File: config.mk
export PLATFORM = sky130hd
export DESIGN_NAME = remote_node_encap_flat
export DESIGN_NICKNAME = d
export VERILOG_FILES = /design/src/verilog/l2tp_encap_pkg.sv /design/src/verilog/l2tp_link_if.sv /design/src/verilog/flow_phb_table.sv /design/src/verilog/remote_node_encap.sv /design/src/flat_wrapper.sv
export SDC_FILE = /design/constraint.sdc
export NUM_CORES = 1
export LEC_CHECK = 0
export BUFFER_PORTS_ARGS = -buffer_cell sky130_fd_sc_hd__buf_4
export CAP_MARGIN = 15
export CORE_MARGIN = 2
export CORE_UTILIZATION = 45
export CTS_CLUSTER_SIZE = 12
export DETAILED_ROUTE_END_ITERATION = 16
export PLACE_DENSITY = 0.67
export SETUP_SLACK_MARGIN = 0.4
export SKIP_CTS_REPAIR_TIMING = 1
export SYNTH_ARGS = -nofsm -noshare
export SYNTH_HDL_FRONTEND = slang
export SYNTH_SLANG_ARGS = --single-unit
export TNS_END_PERCENT = 1
File: constraint.sdc
create_clock -name clock_in -period 8.4 [get_ports clock_in]
set_clock_uncertainty 0.2 [all_clocks]
set_input_delay 1.68 -clock clock_in [delete_from_list [all_inputs] [get_ports clock_in]]
set_output_delay 1.68 -clock clock_in [all_outputs]
set_load 0.01 [all_outputs]
File: src/verilog/l2tp_encap_pkg.sv
// ----------------------------------------------------------------------------
// Shared constants and types for the tunnel header encapsulators
// ----------------------------------------------------------------------------
package l2tp_encap_pkg;

   // Bus and table shapes
   localparam int ADDR_W = 8;    // Avalon byte address width
   localparam int DATA_W = 32;   // Avalon data width
   localparam int FLOWS = 8;     // Upstream flow identifiers (3-bit)
   localparam int FLOW_W = 3;
   localparam int DSCP_W = 6;
   localparam int PEERS = 4;     // Headend endpoint addresses held by the node

   // Protocol figures
   localparam logic [15:0] L2TP_WELL_KNOWN_PORT = 16'h06a5;  // 1701
   localparam logic [5:0] DSCP_BEST_EFFORT = 6'h00;
   localparam logic [15:0] PORT_RESET = 16'hc000;            // Ephemeral default
   localparam logic [31:0] ADDR_RESET = 32'h00000000;
   localparam int PCP_LSB = 3;   // User priority taken from top DSCP bits

   // Remote node register offsets
   localparam logic [7:0] REG_N_CTRL = 8'h00;
   localparam logic [7:0] REG_N_CMD = 8'h04;
   localparam logic [7:0] REG_N_PORT = 8'h08;
   localparam logic [7:0] REG_N_LOCAL = 8'h0c;
   localparam logic [7:0] REG_N_PEER0 = 8'h10;  // Four words, 0x10..0x1c
   localparam logic [7:0] REG_N_REJECT = 8'h20;
   localparam logic [7:0] REG_N_CDSCP = 8'h24;

   // Headend register offsets
   localparam logic [7:0] REG_H_CTRL = 8'h00;
   localparam logic [7:0] REG_H_CMD = 8'h04;
   localparam logic [7:0] REG_H_PORT = 8'h08;
   localparam logic [7:0] REG_H_CDSCP = 8'h0c;
   localparam logic [7:0] REG_H_LOCAL = 8'h10;
   localparam logic [7:0] REG_H_NODEPORT = 8'h14;
   localparam logic [7:0] REG_H_LASTUP = 8'h18;
   localparam logic [7:0] REG_H_FLOW0 = 8'h20;  // Eight words, 0x20..0x3c

   // Field positions
   localparam int CTRL_UDP_BIT = 0;
   localparam int CTRL_IPV6_BIT = 1;
   localparam int CTRL_VLAN_BIT = 2;
   localparam int CMD_KIND_LSB = 0;
   localparam int CMD_FLOW_LSB = 4;
   localparam int CMD_DEF_BIT = 8;

   // Message kinds carried in a header descriptor
   typedef enum logic [2:0] {
      MSG_SCCRQ = 3'h0,
      MSG_SCCRP = 3'h1,
      MSG_CTRL = 3'h2,
      MSG_DATA = 3'h3,
      MSG_PROBE = 3'h4,
      MSG_SBFD = 3'h5
   } msg_t;

   // Outer header descriptor, one per packet
   typedef struct packed {
      msg_t kind;
      logic ipv6;                   // IPv6 instead of IPv4
      logic df;                     // Don't-fragment flag
      logic [5:0] dscp;
      logic udp;                    // UDP header present
      logic [15:0] src_port;
      logic [15:0] dst_port;
      logic [2:0] flow_id;
      logic dst_mac_group;          // Group bit of destination MAC
      logic vlan;                   // 802.1Q tag present
      logic [2:0] pcp;
      logic [31:0] endpoint_addr;   // Sender tunnel_endpoint address
      logic attr_dscp_valid;        // Control-connection DSCP attribute
      logic [5:0] attr_dscp;
      logic flowdef_valid;          // Upstream flow definition
      logic [2:0] flowdef_id;
      logic [5:0] flowdef_phb;
   } hdr_t;

endpackage

File: src/verilog/l2tp_link_if.sv
// ----------------------------------------------------------------------------
// Link between headend_core and remote node
// ----------------------------------------------------------------------------
interface l2tp_link_if;
   import l2tp_encap_pkg::*;

   logic down_valid;    // One-cycle packet strobe, headend to node
   hdr_t down_hdr;
   logic up_valid;      // One-cycle packet strobe, node to headend
   hdr_t up_hdr;
   logic udp_capable;   // Capability level over configuration_channel

   modport node (input down_valid, input down_hdr, output up_valid, output up_hdr,
      output udp_capable);
   modport headend (output down_valid, output down_hdr, input up_valid, input up_hdr,
      input udp_capable);
endinterface // l2tp_link_if

File: src/verilog/flow_phb_table.sv
// ----------------------------------------------------------------------------
// Per-flow PHB table of the remote node
// ----------------------------------------------------------------------------
module flow_phb_table import l2tp_encap_pkg::*; #(
   parameter int N = FLOWS
) (
   input wire logic clock_in,
   input wire logic arst_n_in,
   input wire logic clear_in,                 // New control session
   input wire logic wr_in,                    // Accepted flow definition
   input wire logic [FLOW_W-1:0] wr_flow_in,
   input wire logic [DSCP_W-1:0] wr_phb_in,
   output logic [N-1:0][DSCP_W-1:0] phb_out,
   output logic [N-1:0] defined_out
);

   typedef struct packed {
      logic [N-1:0][DSCP_W-1:0] phb;
      logic [N-1:0] defined;
   } table_t;

   table_t s, next_s;
   logic [N-1:0] hit;   // Entry addressed by the definition

   // Per-entry address match
   for (genvar i = 0; i < N; i++) begin : g_hit
      assign hit[i] = wr_in && (wr_flow_in == FLOW_W'(i));
   end

   // Definition overrides a clear in the same cycle
   always_comb begin
      next_s = s;
      if (clear_in) begin
         next_s.defined = '0;
      end
      for (int i = 0; i < N; i++) begin
         if (hit[i]) begin
            next_s.phb[i] = wr_phb_in;
            next_s.defined[i] = 1'b1;
         end
      end
   end

   // State register
   always_ff @(posedge clock_in or negedge arst_n_in) begin
      if (!arst_n_in) begin
         s <= '0;
      end else begin
         s <= next_s;
      end
   end

   assign phb_out = s.phb;
   assign defined_out = s.defined;
endmodule // flow_phb_table

File: src/verilog/remote_node_encap.sv
// Behaviour
// - Every transmitted packet sets don't-fragment
// - Headend DSCP is configurable, 6 bits
// - Accept four headend endpoint addresses
// - One endpoint address per control session
// - Headend sends nonzero control DSCP attribute
// - Upstream control DSCP from attribute, else zero
// - Headend probe DSCP follows probed flow policy
// - Headend defines upstream flow per probed flow
// - Probe response uses matching flow PHB
// - S-BFD rides flow zero both ways
// - S-BFD response uses flow zero PHB
// - Headend flow definition PHB equals policy DSCP
// - Upstream data uses its flow's PHB
// - Report UDP capability over configuration_channel
// - Headend adds UDP when configured and capable
// - Node adds UDP after UDP connection request
// - Connection request goes to port 1701
// - Reply goes to headend control port
// - Headend later control uses node port
// - Node later control uses both ports
// - Destination MAC is an individual address
// - User priority derived from DSCP, tag optional
// - Probe response on matching flow, else zero
module remote_node_encap import l2tp_encap_pkg::*; #(
   parameter int PEER_COUNT = PEERS
) (
   input wire logic clock_in,
   input wire logic arst_n_in,
   input wire logic [ADDR_W-1:0] avs_address_in,
   input wire logic avs_read_in,
   input wire logic avs_write_in,
   input wire logic [DATA_W-1:0] avs_writedata_in,
   output logic [DATA_W-1:0] avs_readdata_out,
   output logic avs_waitrequest_out,
   l2tp_link_if.node link
);

   // ----------------------------------------------------------------------------
   // State
   // ----------------------------------------------------------------------------
   typedef struct packed {
      logic ack;                              // Bus answer cycle
      logic [DATA_W-1:0] rdata;
      logic udp_capable;
      logic ipv6;
      logic vlan_en;
      logic [15:0] node_port;                 // Our control port
      logic [15:0] core_port;                 // Learned headend port
      logic [31:0] local_addr;
      logic [31:0] ep_addr;                   // Headend address of session
      logic [PEER_COUNT-1:0][31:0] peer_addr;
      logic [15:0] reject_cnt;
      logic [5:0] ctrl_dscp;
      logic udp_active;
      logic session_up;
      logic cmd_pend;
      msg_t cmd_kind;
      logic [2:0] cmd_flow;
      logic sccrp_pend;
      logic probe_pend;
      logic [2:0] probe_flow;
      logic sbfd_pend;
      logic up_valid;
      hdr_t up_hdr;
   } node_state_t;

   node_state_t s, next_s;
   hdr_t dh;                                  // Incoming descriptor
   logic [PEER_COUNT-1:0] peer_hit;           // Sender address matches
   logic accept;                              // Downstream packet taken
   logic [FLOWS-1:0][DSCP_W-1:0] phb;
   logic [FLOWS-1:0] defined;
   logic new_session;

   assign dh = link.down_hdr;

   // ----------------------------------------------------------------------------
   // Address filter
   // ----------------------------------------------------------------------------
   // Any of the held headend addresses passes the sender match
   for (genvar i = 0; i < PEER_COUNT; i++) begin : g_peer
      assign peer_hit[i] = (dh.endpoint_addr == s.peer_addr[i]);
   end

   // Group MACs dropped; after setup only the session's address passes, except requests from any held address
   assign accept = link.down_valid && (|peer_hit) && !dh.dst_mac_group
      && (!s.session_up || dh.kind == MSG_SCCRQ || dh.endpoint_addr == s.ep_addr);
   assign new_session = accept && dh.kind == MSG_SCCRQ && !s.session_up;

   // Flow definitions fill the PHB table
   flow_phb_table #(.N(FLOWS)) u_flows (
      .clock_in(clock_in),
      .arst_n_in(arst_n_in),
      .clear_in(new_session),
      .wr_in(accept && dh.flowdef_valid),
      .wr_flow_in(dh.flowdef_id),
      .wr_phb_in(dh.flowdef_phb),
      .phb_out(phb),
      .defined_out(defined)
   );

   // ----------------------------------------------------------------------------
   // Next state
   // ----------------------------------------------------------------------------
   always_comb begin
      logic acc;
      logic wr;
      msg_t k;
      logic [2:0] f;
      logic [DATA_W-1:0] rd;
      acc = 1'b0;
      wr = 1'b0;
      k = MSG_CTRL;
      f = 3'h0;
      rd = '0;
      next_s = s;
      next_s.ack = 1'b0;
      next_s.up_valid = 1'b0;

      // Read mux; unmapped reads give zero
      unique case (avs_address_in)
         REG_N_CTRL: rd = {29'h0, s.vlan_en, s.ipv6, s.udp_capable};
         REG_N_CMD: rd = {29'h0, s.session_up, s.udp_active, s.cmd_pend};
         REG_N_PORT: rd = {16'h0, s.node_port};
         REG_N_LOCAL: rd = s.local_addr;
         REG_N_REJECT: rd = {16'h0, s.reject_cnt};
         REG_N_CDSCP: rd = {26'h0, s.ctrl_dscp};
         default: begin
            for (int i = 0; i < PEER_COUNT; i++) begin
               if (avs_address_in == REG_N_PEER0 + ADDR_W'(4 * i)) begin
                  rd = s.peer_addr[i];
               end
            end
         end
      endcase

      // Answer one cycle after the request; a command write waits while one is queued
      acc = (avs_read_in || avs_write_in) && !s.ack
         && !(avs_write_in && avs_address_in == REG_N_CMD && s.cmd_pend);
      if (acc) begin
         next_s.ack = 1'b1;
         next_s.rdata = rd;
      end
      wr = avs_write_in && s.ack;

      // Transmit first so that a same-cycle arrival re-raises its flag
      if (s.sccrp_pend) begin
         k = MSG_SCCRP;
         next_s.sccrp_pend = 1'b0;
      end else if (s.probe_pend) begin
         k = MSG_PROBE;
         f = defined[s.probe_flow] ? s.probe_flow : 3'h0;
         next_s.probe_pend = 1'b0;
      end else if (s.sbfd_pend) begin
         k = MSG_SBFD;
         f = 3'h0;
         next_s.sbfd_pend = 1'b0;
      end else if (s.cmd_pend) begin
         k = (s.cmd_kind == MSG_DATA) ? MSG_DATA : MSG_CTRL;
         f = s.cmd_flow;
         next_s.cmd_pend = 1'b0;
      end
      if (s.sccrp_pend || s.probe_pend || s.sbfd_pend || s.cmd_pend) begin
         next_s.up_valid = 1'b1;
         next_s.up_hdr = '0;
         next_s.up_hdr.kind = k;
         next_s.up_hdr.flow_id = f;
         next_s.up_hdr.df = 1'b1;
         next_s.up_hdr.ipv6 = s.ipv6;
         next_s.up_hdr.dst_mac_group = 1'b0;
         next_s.up_hdr.vlan = s.vlan_en;
         next_s.up_hdr.endpoint_addr = s.local_addr;
         // Control uses the attribute DSCP, the rest the flow's PHB
         if (k == MSG_SCCRP || k == MSG_CTRL) begin
            next_s.up_hdr.dscp = s.ctrl_dscp;
         end else begin
            next_s.up_hdr.dscp = phb[f];
         end
         next_s.up_hdr.pcp = next_s.up_hdr.dscp[DSCP_W-1:PCP_LSB];
         next_s.up_hdr.udp = s.udp_active;
         if (s.udp_active) begin
            next_s.up_hdr.src_port = s.node_port;
            next_s.up_hdr.dst_port = s.core_port;
         end
      end

      // Register writes take effect in the answer cycle
      if (wr) begin
         unique case (avs_address_in)
            REG_N_CTRL: begin
               next_s.udp_capable = avs_writedata_in[CTRL_UDP_BIT];
               next_s.ipv6 = avs_writedata_in[CTRL_IPV6_BIT];
               next_s.vlan_en = avs_writedata_in[CTRL_VLAN_BIT];
            end
            REG_N_CMD: begin
               next_s.cmd_pend = 1'b1;
               next_s.cmd_kind = msg_t'(avs_writedata_in[CMD_KIND_LSB+:3]);
               next_s.cmd_flow = avs_writedata_in[CMD_FLOW_LSB+:FLOW_W];
            end
            REG_N_PORT: next_s.node_port = avs_writedata_in[15:0];
            REG_N_LOCAL: next_s.local_addr = avs_writedata_in;
            default: begin
               for (int i = 0; i < PEER_COUNT; i++) begin
                  if (avs_address_in == REG_N_PEER0 + ADDR_W'(4 * i)) begin
                     next_s.peer_addr[i] = avs_writedata_in;
                  end
               end
            end
         endcase
      end

      // Downstream packets: refused ones are only counted
      if (link.down_valid && !accept) begin
         next_s.reject_cnt = s.reject_cnt + 16'h0001;
      end
      if (accept) begin
         if (dh.attr_dscp_valid) begin
            next_s.ctrl_dscp = dh.attr_dscp;
         end
         unique case (dh.kind)
            MSG_SCCRQ: begin
               next_s.sccrp_pend = 1'b1;
               // Only the first request fixes address, port and UDP use
               if (!s.session_up) begin
                  next_s.session_up = 1'b1;
                  next_s.ep_addr = dh.endpoint_addr;
                  next_s.core_port = dh.src_port;
                  next_s.udp_active = s.udp_capable && dh.udp;
               end
            end
            MSG_PROBE: begin
               next_s.probe_pend = 1'b1;
               next_s.probe_flow = dh.flow_id;
            end
            MSG_SBFD: next_s.sbfd_pend = 1'b1;
            default: ;
         endcase
      end
   end

   // ----------------------------------------------------------------------------
   // State register
   // ----------------------------------------------------------------------------
   always_ff @(posedge clock_in or negedge arst_n_in) begin
      if (!arst_n_in) begin
         s <= '0;
         s.node_port <= PORT_RESET;
         s.local_addr <= ADDR_RESET;
         s.ctrl_dscp <= DSCP_BEST_EFFORT;
      end else begin
         s <= next_s;
      end
   end

   assign avs_readdata_out = s.rdata;
   assign avs_waitrequest_out = !s.ack;
   assign link.up_valid = s.up_valid;
   assign link.up_hdr = s.up_hdr;
   assign link.udp_capable = s.udp_capable;
endmodule // remote_node_encap

File: src/flat_wrapper.sv
// flat-port wrapper written by rule: the top's interface ports become plain ports
module remote_node_encap_flat import l2tp_encap_pkg::*;
#(
   parameter int PEER_COUNT = PEERS
)
  (clock_in, arst_n_in, avs_address_in, avs_read_in, avs_write_in, avs_writedata_in, avs_readdata_out, avs_waitrequest_out, link_down_valid, link_down_hdr, link_up_valid, link_up_hdr, link_udp_capable);
  l2tp_link_if link_i ();
  input wire logic clock_in;
  input wire logic arst_n_in;
  input wire logic [ADDR_W-1:0] avs_address_in;
  input wire logic avs_read_in;
  input wire logic avs_write_in;
  input wire logic [DATA_W-1:0] avs_writedata_in;
  output logic [DATA_W-1:0] avs_readdata_out;
  output logic avs_waitrequest_out;
  input wire logic [$bits(link_i.down_valid)-1:0] link_down_valid;
  input wire logic [$bits(link_i.down_hdr)-1:0] link_down_hdr;
  output wire logic [$bits(link_i.up_valid)-1:0] link_up_valid;
  output wire logic [$bits(link_i.up_hdr)-1:0] link_up_hdr;
  output wire logic [$bits(link_i.udp_capable)-1:0] link_udp_capable;
  assign link_i.down_valid = link_down_valid;
  assign link_i.down_hdr = link_down_hdr;
  assign link_up_valid = link_i.up_valid;
  assign link_up_hdr = link_i.up_hdr;
  assign link_udp_capable = link_i.udp_capable;
  remote_node_encap #(.PEER_COUNT(PEER_COUNT)) u_core (.clock_in(clock_in), .arst_n_in(arst_n_in), .avs_address_in(avs_address_in), .avs_read_in(avs_read_in), .avs_write_in(avs_write_in), .avs_writedata_in(avs_writedata_in), .avs_readdata_out(avs_readdata_out), .avs_waitrequest_out(avs_waitrequest_out), .link(link_i));
endmodule
==> results.md <==
- Outcome: finished, final reports clean
- Leakage dissipation: 12.2 nW
- Initial antenna violation count: 13
- Peak VDD IR: 0.000105 V
- Unique masters post-synth: 51
- # H-tree levels: 2
- Prevailing post-synth register cell: dfrtp_1
- P_sw: 0.00111 W
- CP delay by family, top: simple AND/OR/NAND/NOR gates
- Fin crit share: 55.4%
- Sw Share: 23.9%
- Total track usage: 23.7%
- Vias per cell: 5.59
- Sequential share of power: 47.8%
- Final ANT Viol Nets: 0
- Combinational Power Share: 7.7%
- Ys Warns: 0
- Vias in the first global route: 14,100
- First-pass GRT wire length: 85,800 um
- Power per Cell Area: 195 nW/um^2
- Worst-path clk slew: 60 ps
- Port-buffer cells: 235
- Slowest CP cell: nor4_2
- Multi-input logic area: 8610 um^2
- Clock Power Share: 44.5%
- Initial Util: 45.8%
- Setup TNS: 0 ps
- Reg area: 10,900 um^2
- Later-pin clock latency in the skew report: 580 ps
- Total gr overflow: 0
- Slew headroom: 22.3%
- Post-DP HPWL: 38,700 um
- Critical Path RT: 8660 ps
- Die area: 48,200 um^2
- Die span in x: 220 um
- First-pass detailed-route iteration total: 8
- Largest net degree at the start of global routing: 189
- Critical path cell sequence: buf_4, xor2_1, nor4_1, nand4_1, o22ai_1, o2111ai_4, buf_4, nor4_2, mux2_2
- Worst slew pin tran: 1160 ps
- DRC: 0
- Post-synth EDFFs: 0
- TritonCTS clock tree: yes
- Ports: 282
- Crit end category: flop
- Clock sink count: 434
- Fillers: 3,982
- Site Rows: 78
- Final Slew Violations: 0
- Synth-to-layout area growth: 13.8%
- Via count: 14,000
- Final hold violation count: 0
- Max incr delay on CP: 840 ps
- Max_cap viols: 0
- Most common cell on crit path: buf_4
- Post-layout min period: 4650 ps
- Starting DRT DRC Count: 1,357
- Routed WL: 56,700 um
- Critical setup path kind: input pin to flop
- Fmax: 0.215 GHz
- Die height: 220 um
- Avg Cell Area, Syn: 11.6 um^2
- # setup viols final: 0
- Clock buffer depth: 3
- Fraction of layout instances using a drive strength above 1: 34.2%
- Pre-CTS setup slack: 3240 ps
- WP buf/inv: 2
- WL per Instance: 22.6 um
- Hold Crit Class: flop to flop
- Synthesized cell area: 20,900 um^2
- Crit path max fanout: 28
- CTS Buf Count: 47
- Core area: 45,700 um^2
- Asr flop ratio synth: 100%
- Power Internal: 0.00354 W
- NumNets Final: 2,022
- Post-synthesis sequential area ratio: 51.9%
- Post-Syn Instances: 1,799
- Setup ws final: 3750 ps
- RSZ-0062 raised after global routing: false
- Crit path DAT: 4910 ps
- GP Congestion: 0.924
- Worst Setup Start Kind: input pin
- CTS Root Cell: clkbuf_16
- Yosys reg bits: 434
-- logic make-up (layout without fill, tap and decap cells) --
kind of cell,count (synthesis),in the layout,synth area share [%]
AO/OA/AOI/OAI,185,185,6.59
XOR/XNOR,175,175,7.33
adder cells (fa/ha/maj),1,1,0.0598
buffers and inverters,267,357,7.57
flip-flops,434,434,51.9
multiplexers,318,318,17.3
other,1,22,0.0179
AND/OR/NAND/NOR,418,418,9.22
-- worst paths after layout --
| kind | from | endpoint | slack (ps) | depth (start not counted) |
|---|---|---|---|---|
| hold reg to reg | u_core.link.up_hdr[33] | u_core.link.up_hdr[33] | 270 | 2 |
| max in group asynchronous | arst_n_in | u_core.link.up_hdr[37] | 5750 | 2 |
| min in group asynchronous | arst_n_in | u_core.u_flows.phb_out[7] | 830 | 1 |
| setup / recovery | link_down_hdr[32] | u_core.u_flows.phb_out[12] | 3750 | 9 |
| hold / removal | u_core.link.up_hdr[33] | u_core.link.up_hdr[33] | 270 | 2 |
| setup reg to reg | u_core.s[254] | u_core.u_flows.phb_out[12] | 4600 | 8 |
-- worst register-to-register path: stages (launching register included) --
cell	delay, ps
dfrtp_1	400
xor2_1	180
nor4_1	750
nand4_1	200
o22ai_1	280
o2111ai_4	130
buf_4	270
nor4_2	850
mux2_2	430
-- synth_stat cells (all sizes together), types with 2 or more instances --
library cell	n	area share [%]
nand3	56	1.3
and4	2	0.084
inv	21	0.38
o211ai	4	0.17
a22oi	49	1.8
nor2	50	0.90
mux2	296	16
nand2	208	3.7
clkbuf	46	0.83
a31oi	16	0.48
o22ai	8	0.24
o21a	3	0.11
mux2i	19	0.91
dfrtp	432	52
o21ai	14	0.34
a221oi	10	0.42
or2	3	0.090
buf	199	6.3
mux4	3	0.32
and3	7	0.21
a22o	20	0.84
o21bai	7	0.25
nor4	45	1.4
or3	4	0.12
xnor2	15	0.63
nor3	15	0.45
dfstp	2	0.25
nand2b	3	0.090
a21o	5	0.18
a222oi	19	0.91
xor2	160	6.7
a21oi	24	0.57
nand4	21	0.63
a32oi	3	0.13
-- placed cells by master (no fill, tap or decap), types with 14 or more instances in the layout --
master / instances
a21oi_1: 24
nor4_1: 42
nand4_1: 21
o21ai_0: 14
xnor2_1: 15
mux2_2: 290
nor2_1: 47
xor2_1: 160
a22o_1: 20
nand3_1: 56
a22oi_1: 49
a31oi_1: 16
clkbuf_8: 16
buf_4: 251
inv_1: 21
mux2i_1: 19
a222oi_1: 19
dfrtp_1: 432
conb_1: 18
clkbuf_16: 49
nand2_1: 204
-- sequential cells by signal, summed over array words and instances, names as in the netlist --
signal and flops:
u_core.u_flows.phb_out 48, u_core.link.udp_capable 1, u_core.link.up_hdr 80, u_core.link.up_valid 1, u_core.avs_readdata_out 32, u_core.u_flows.defined_out 8
u_core.s 264
-- per-stage QoR --
step | utilization [%] | area [um^2] | hold slack [ps] | total power, W | instances
after floorplan | - | 21000 | 239 | 0.00245 | 1816
after global placement | 48.7 | 22200 | 254 | 0.00261 | 2424
after detailed placement | 48.7 | 22200 | 258 | 0.00262 | 2425
after CTS | 52.1 | 23800 | 270 | 0.00469 | 2505
after global routing | 52.1 | 23800 | 291 | 0.00483 | 2510
final | 52.1 | 23800 | 266 | 0.00465 | 2510
-- final cells by class --
type	instances	share of cell area (%)
diodes	4	0.0421
clock buffers	75	6.24
clock inverters	5	0.221
inverters	22	0.347
multi-input cells	1115	36.2
flip-flops and latches	434	45.6
well taps	600	3.15
repair buffers	255	8.20
-- routing by layer --
metal | vias up | global-route usage [%] | wire, um
met4 | 12 | 8.68 | 1630
met1 | 7056 | 33.0 | 24900
li1 | 6312 | - | -
met5 | - | 0 | 75
met3 | 116 | 5.73 | 4320
met2 | 526 | 35.9 | 25800
-- power by group through the flow --
stage               Clock (W)  Sequential, W  Combinational [W]
finish                0.00207        0.00222           0.000358
global route          0.00220        0.00223           0.000395
CTS                   0.00211        0.00222           0.000362
detailed placement          0        0.00226           0.000359
global placement            0        0.00226           0.000352
floorplan                   0        0.00223           0.000213
No activity file was read; power rests on OpenSTA's default activity.
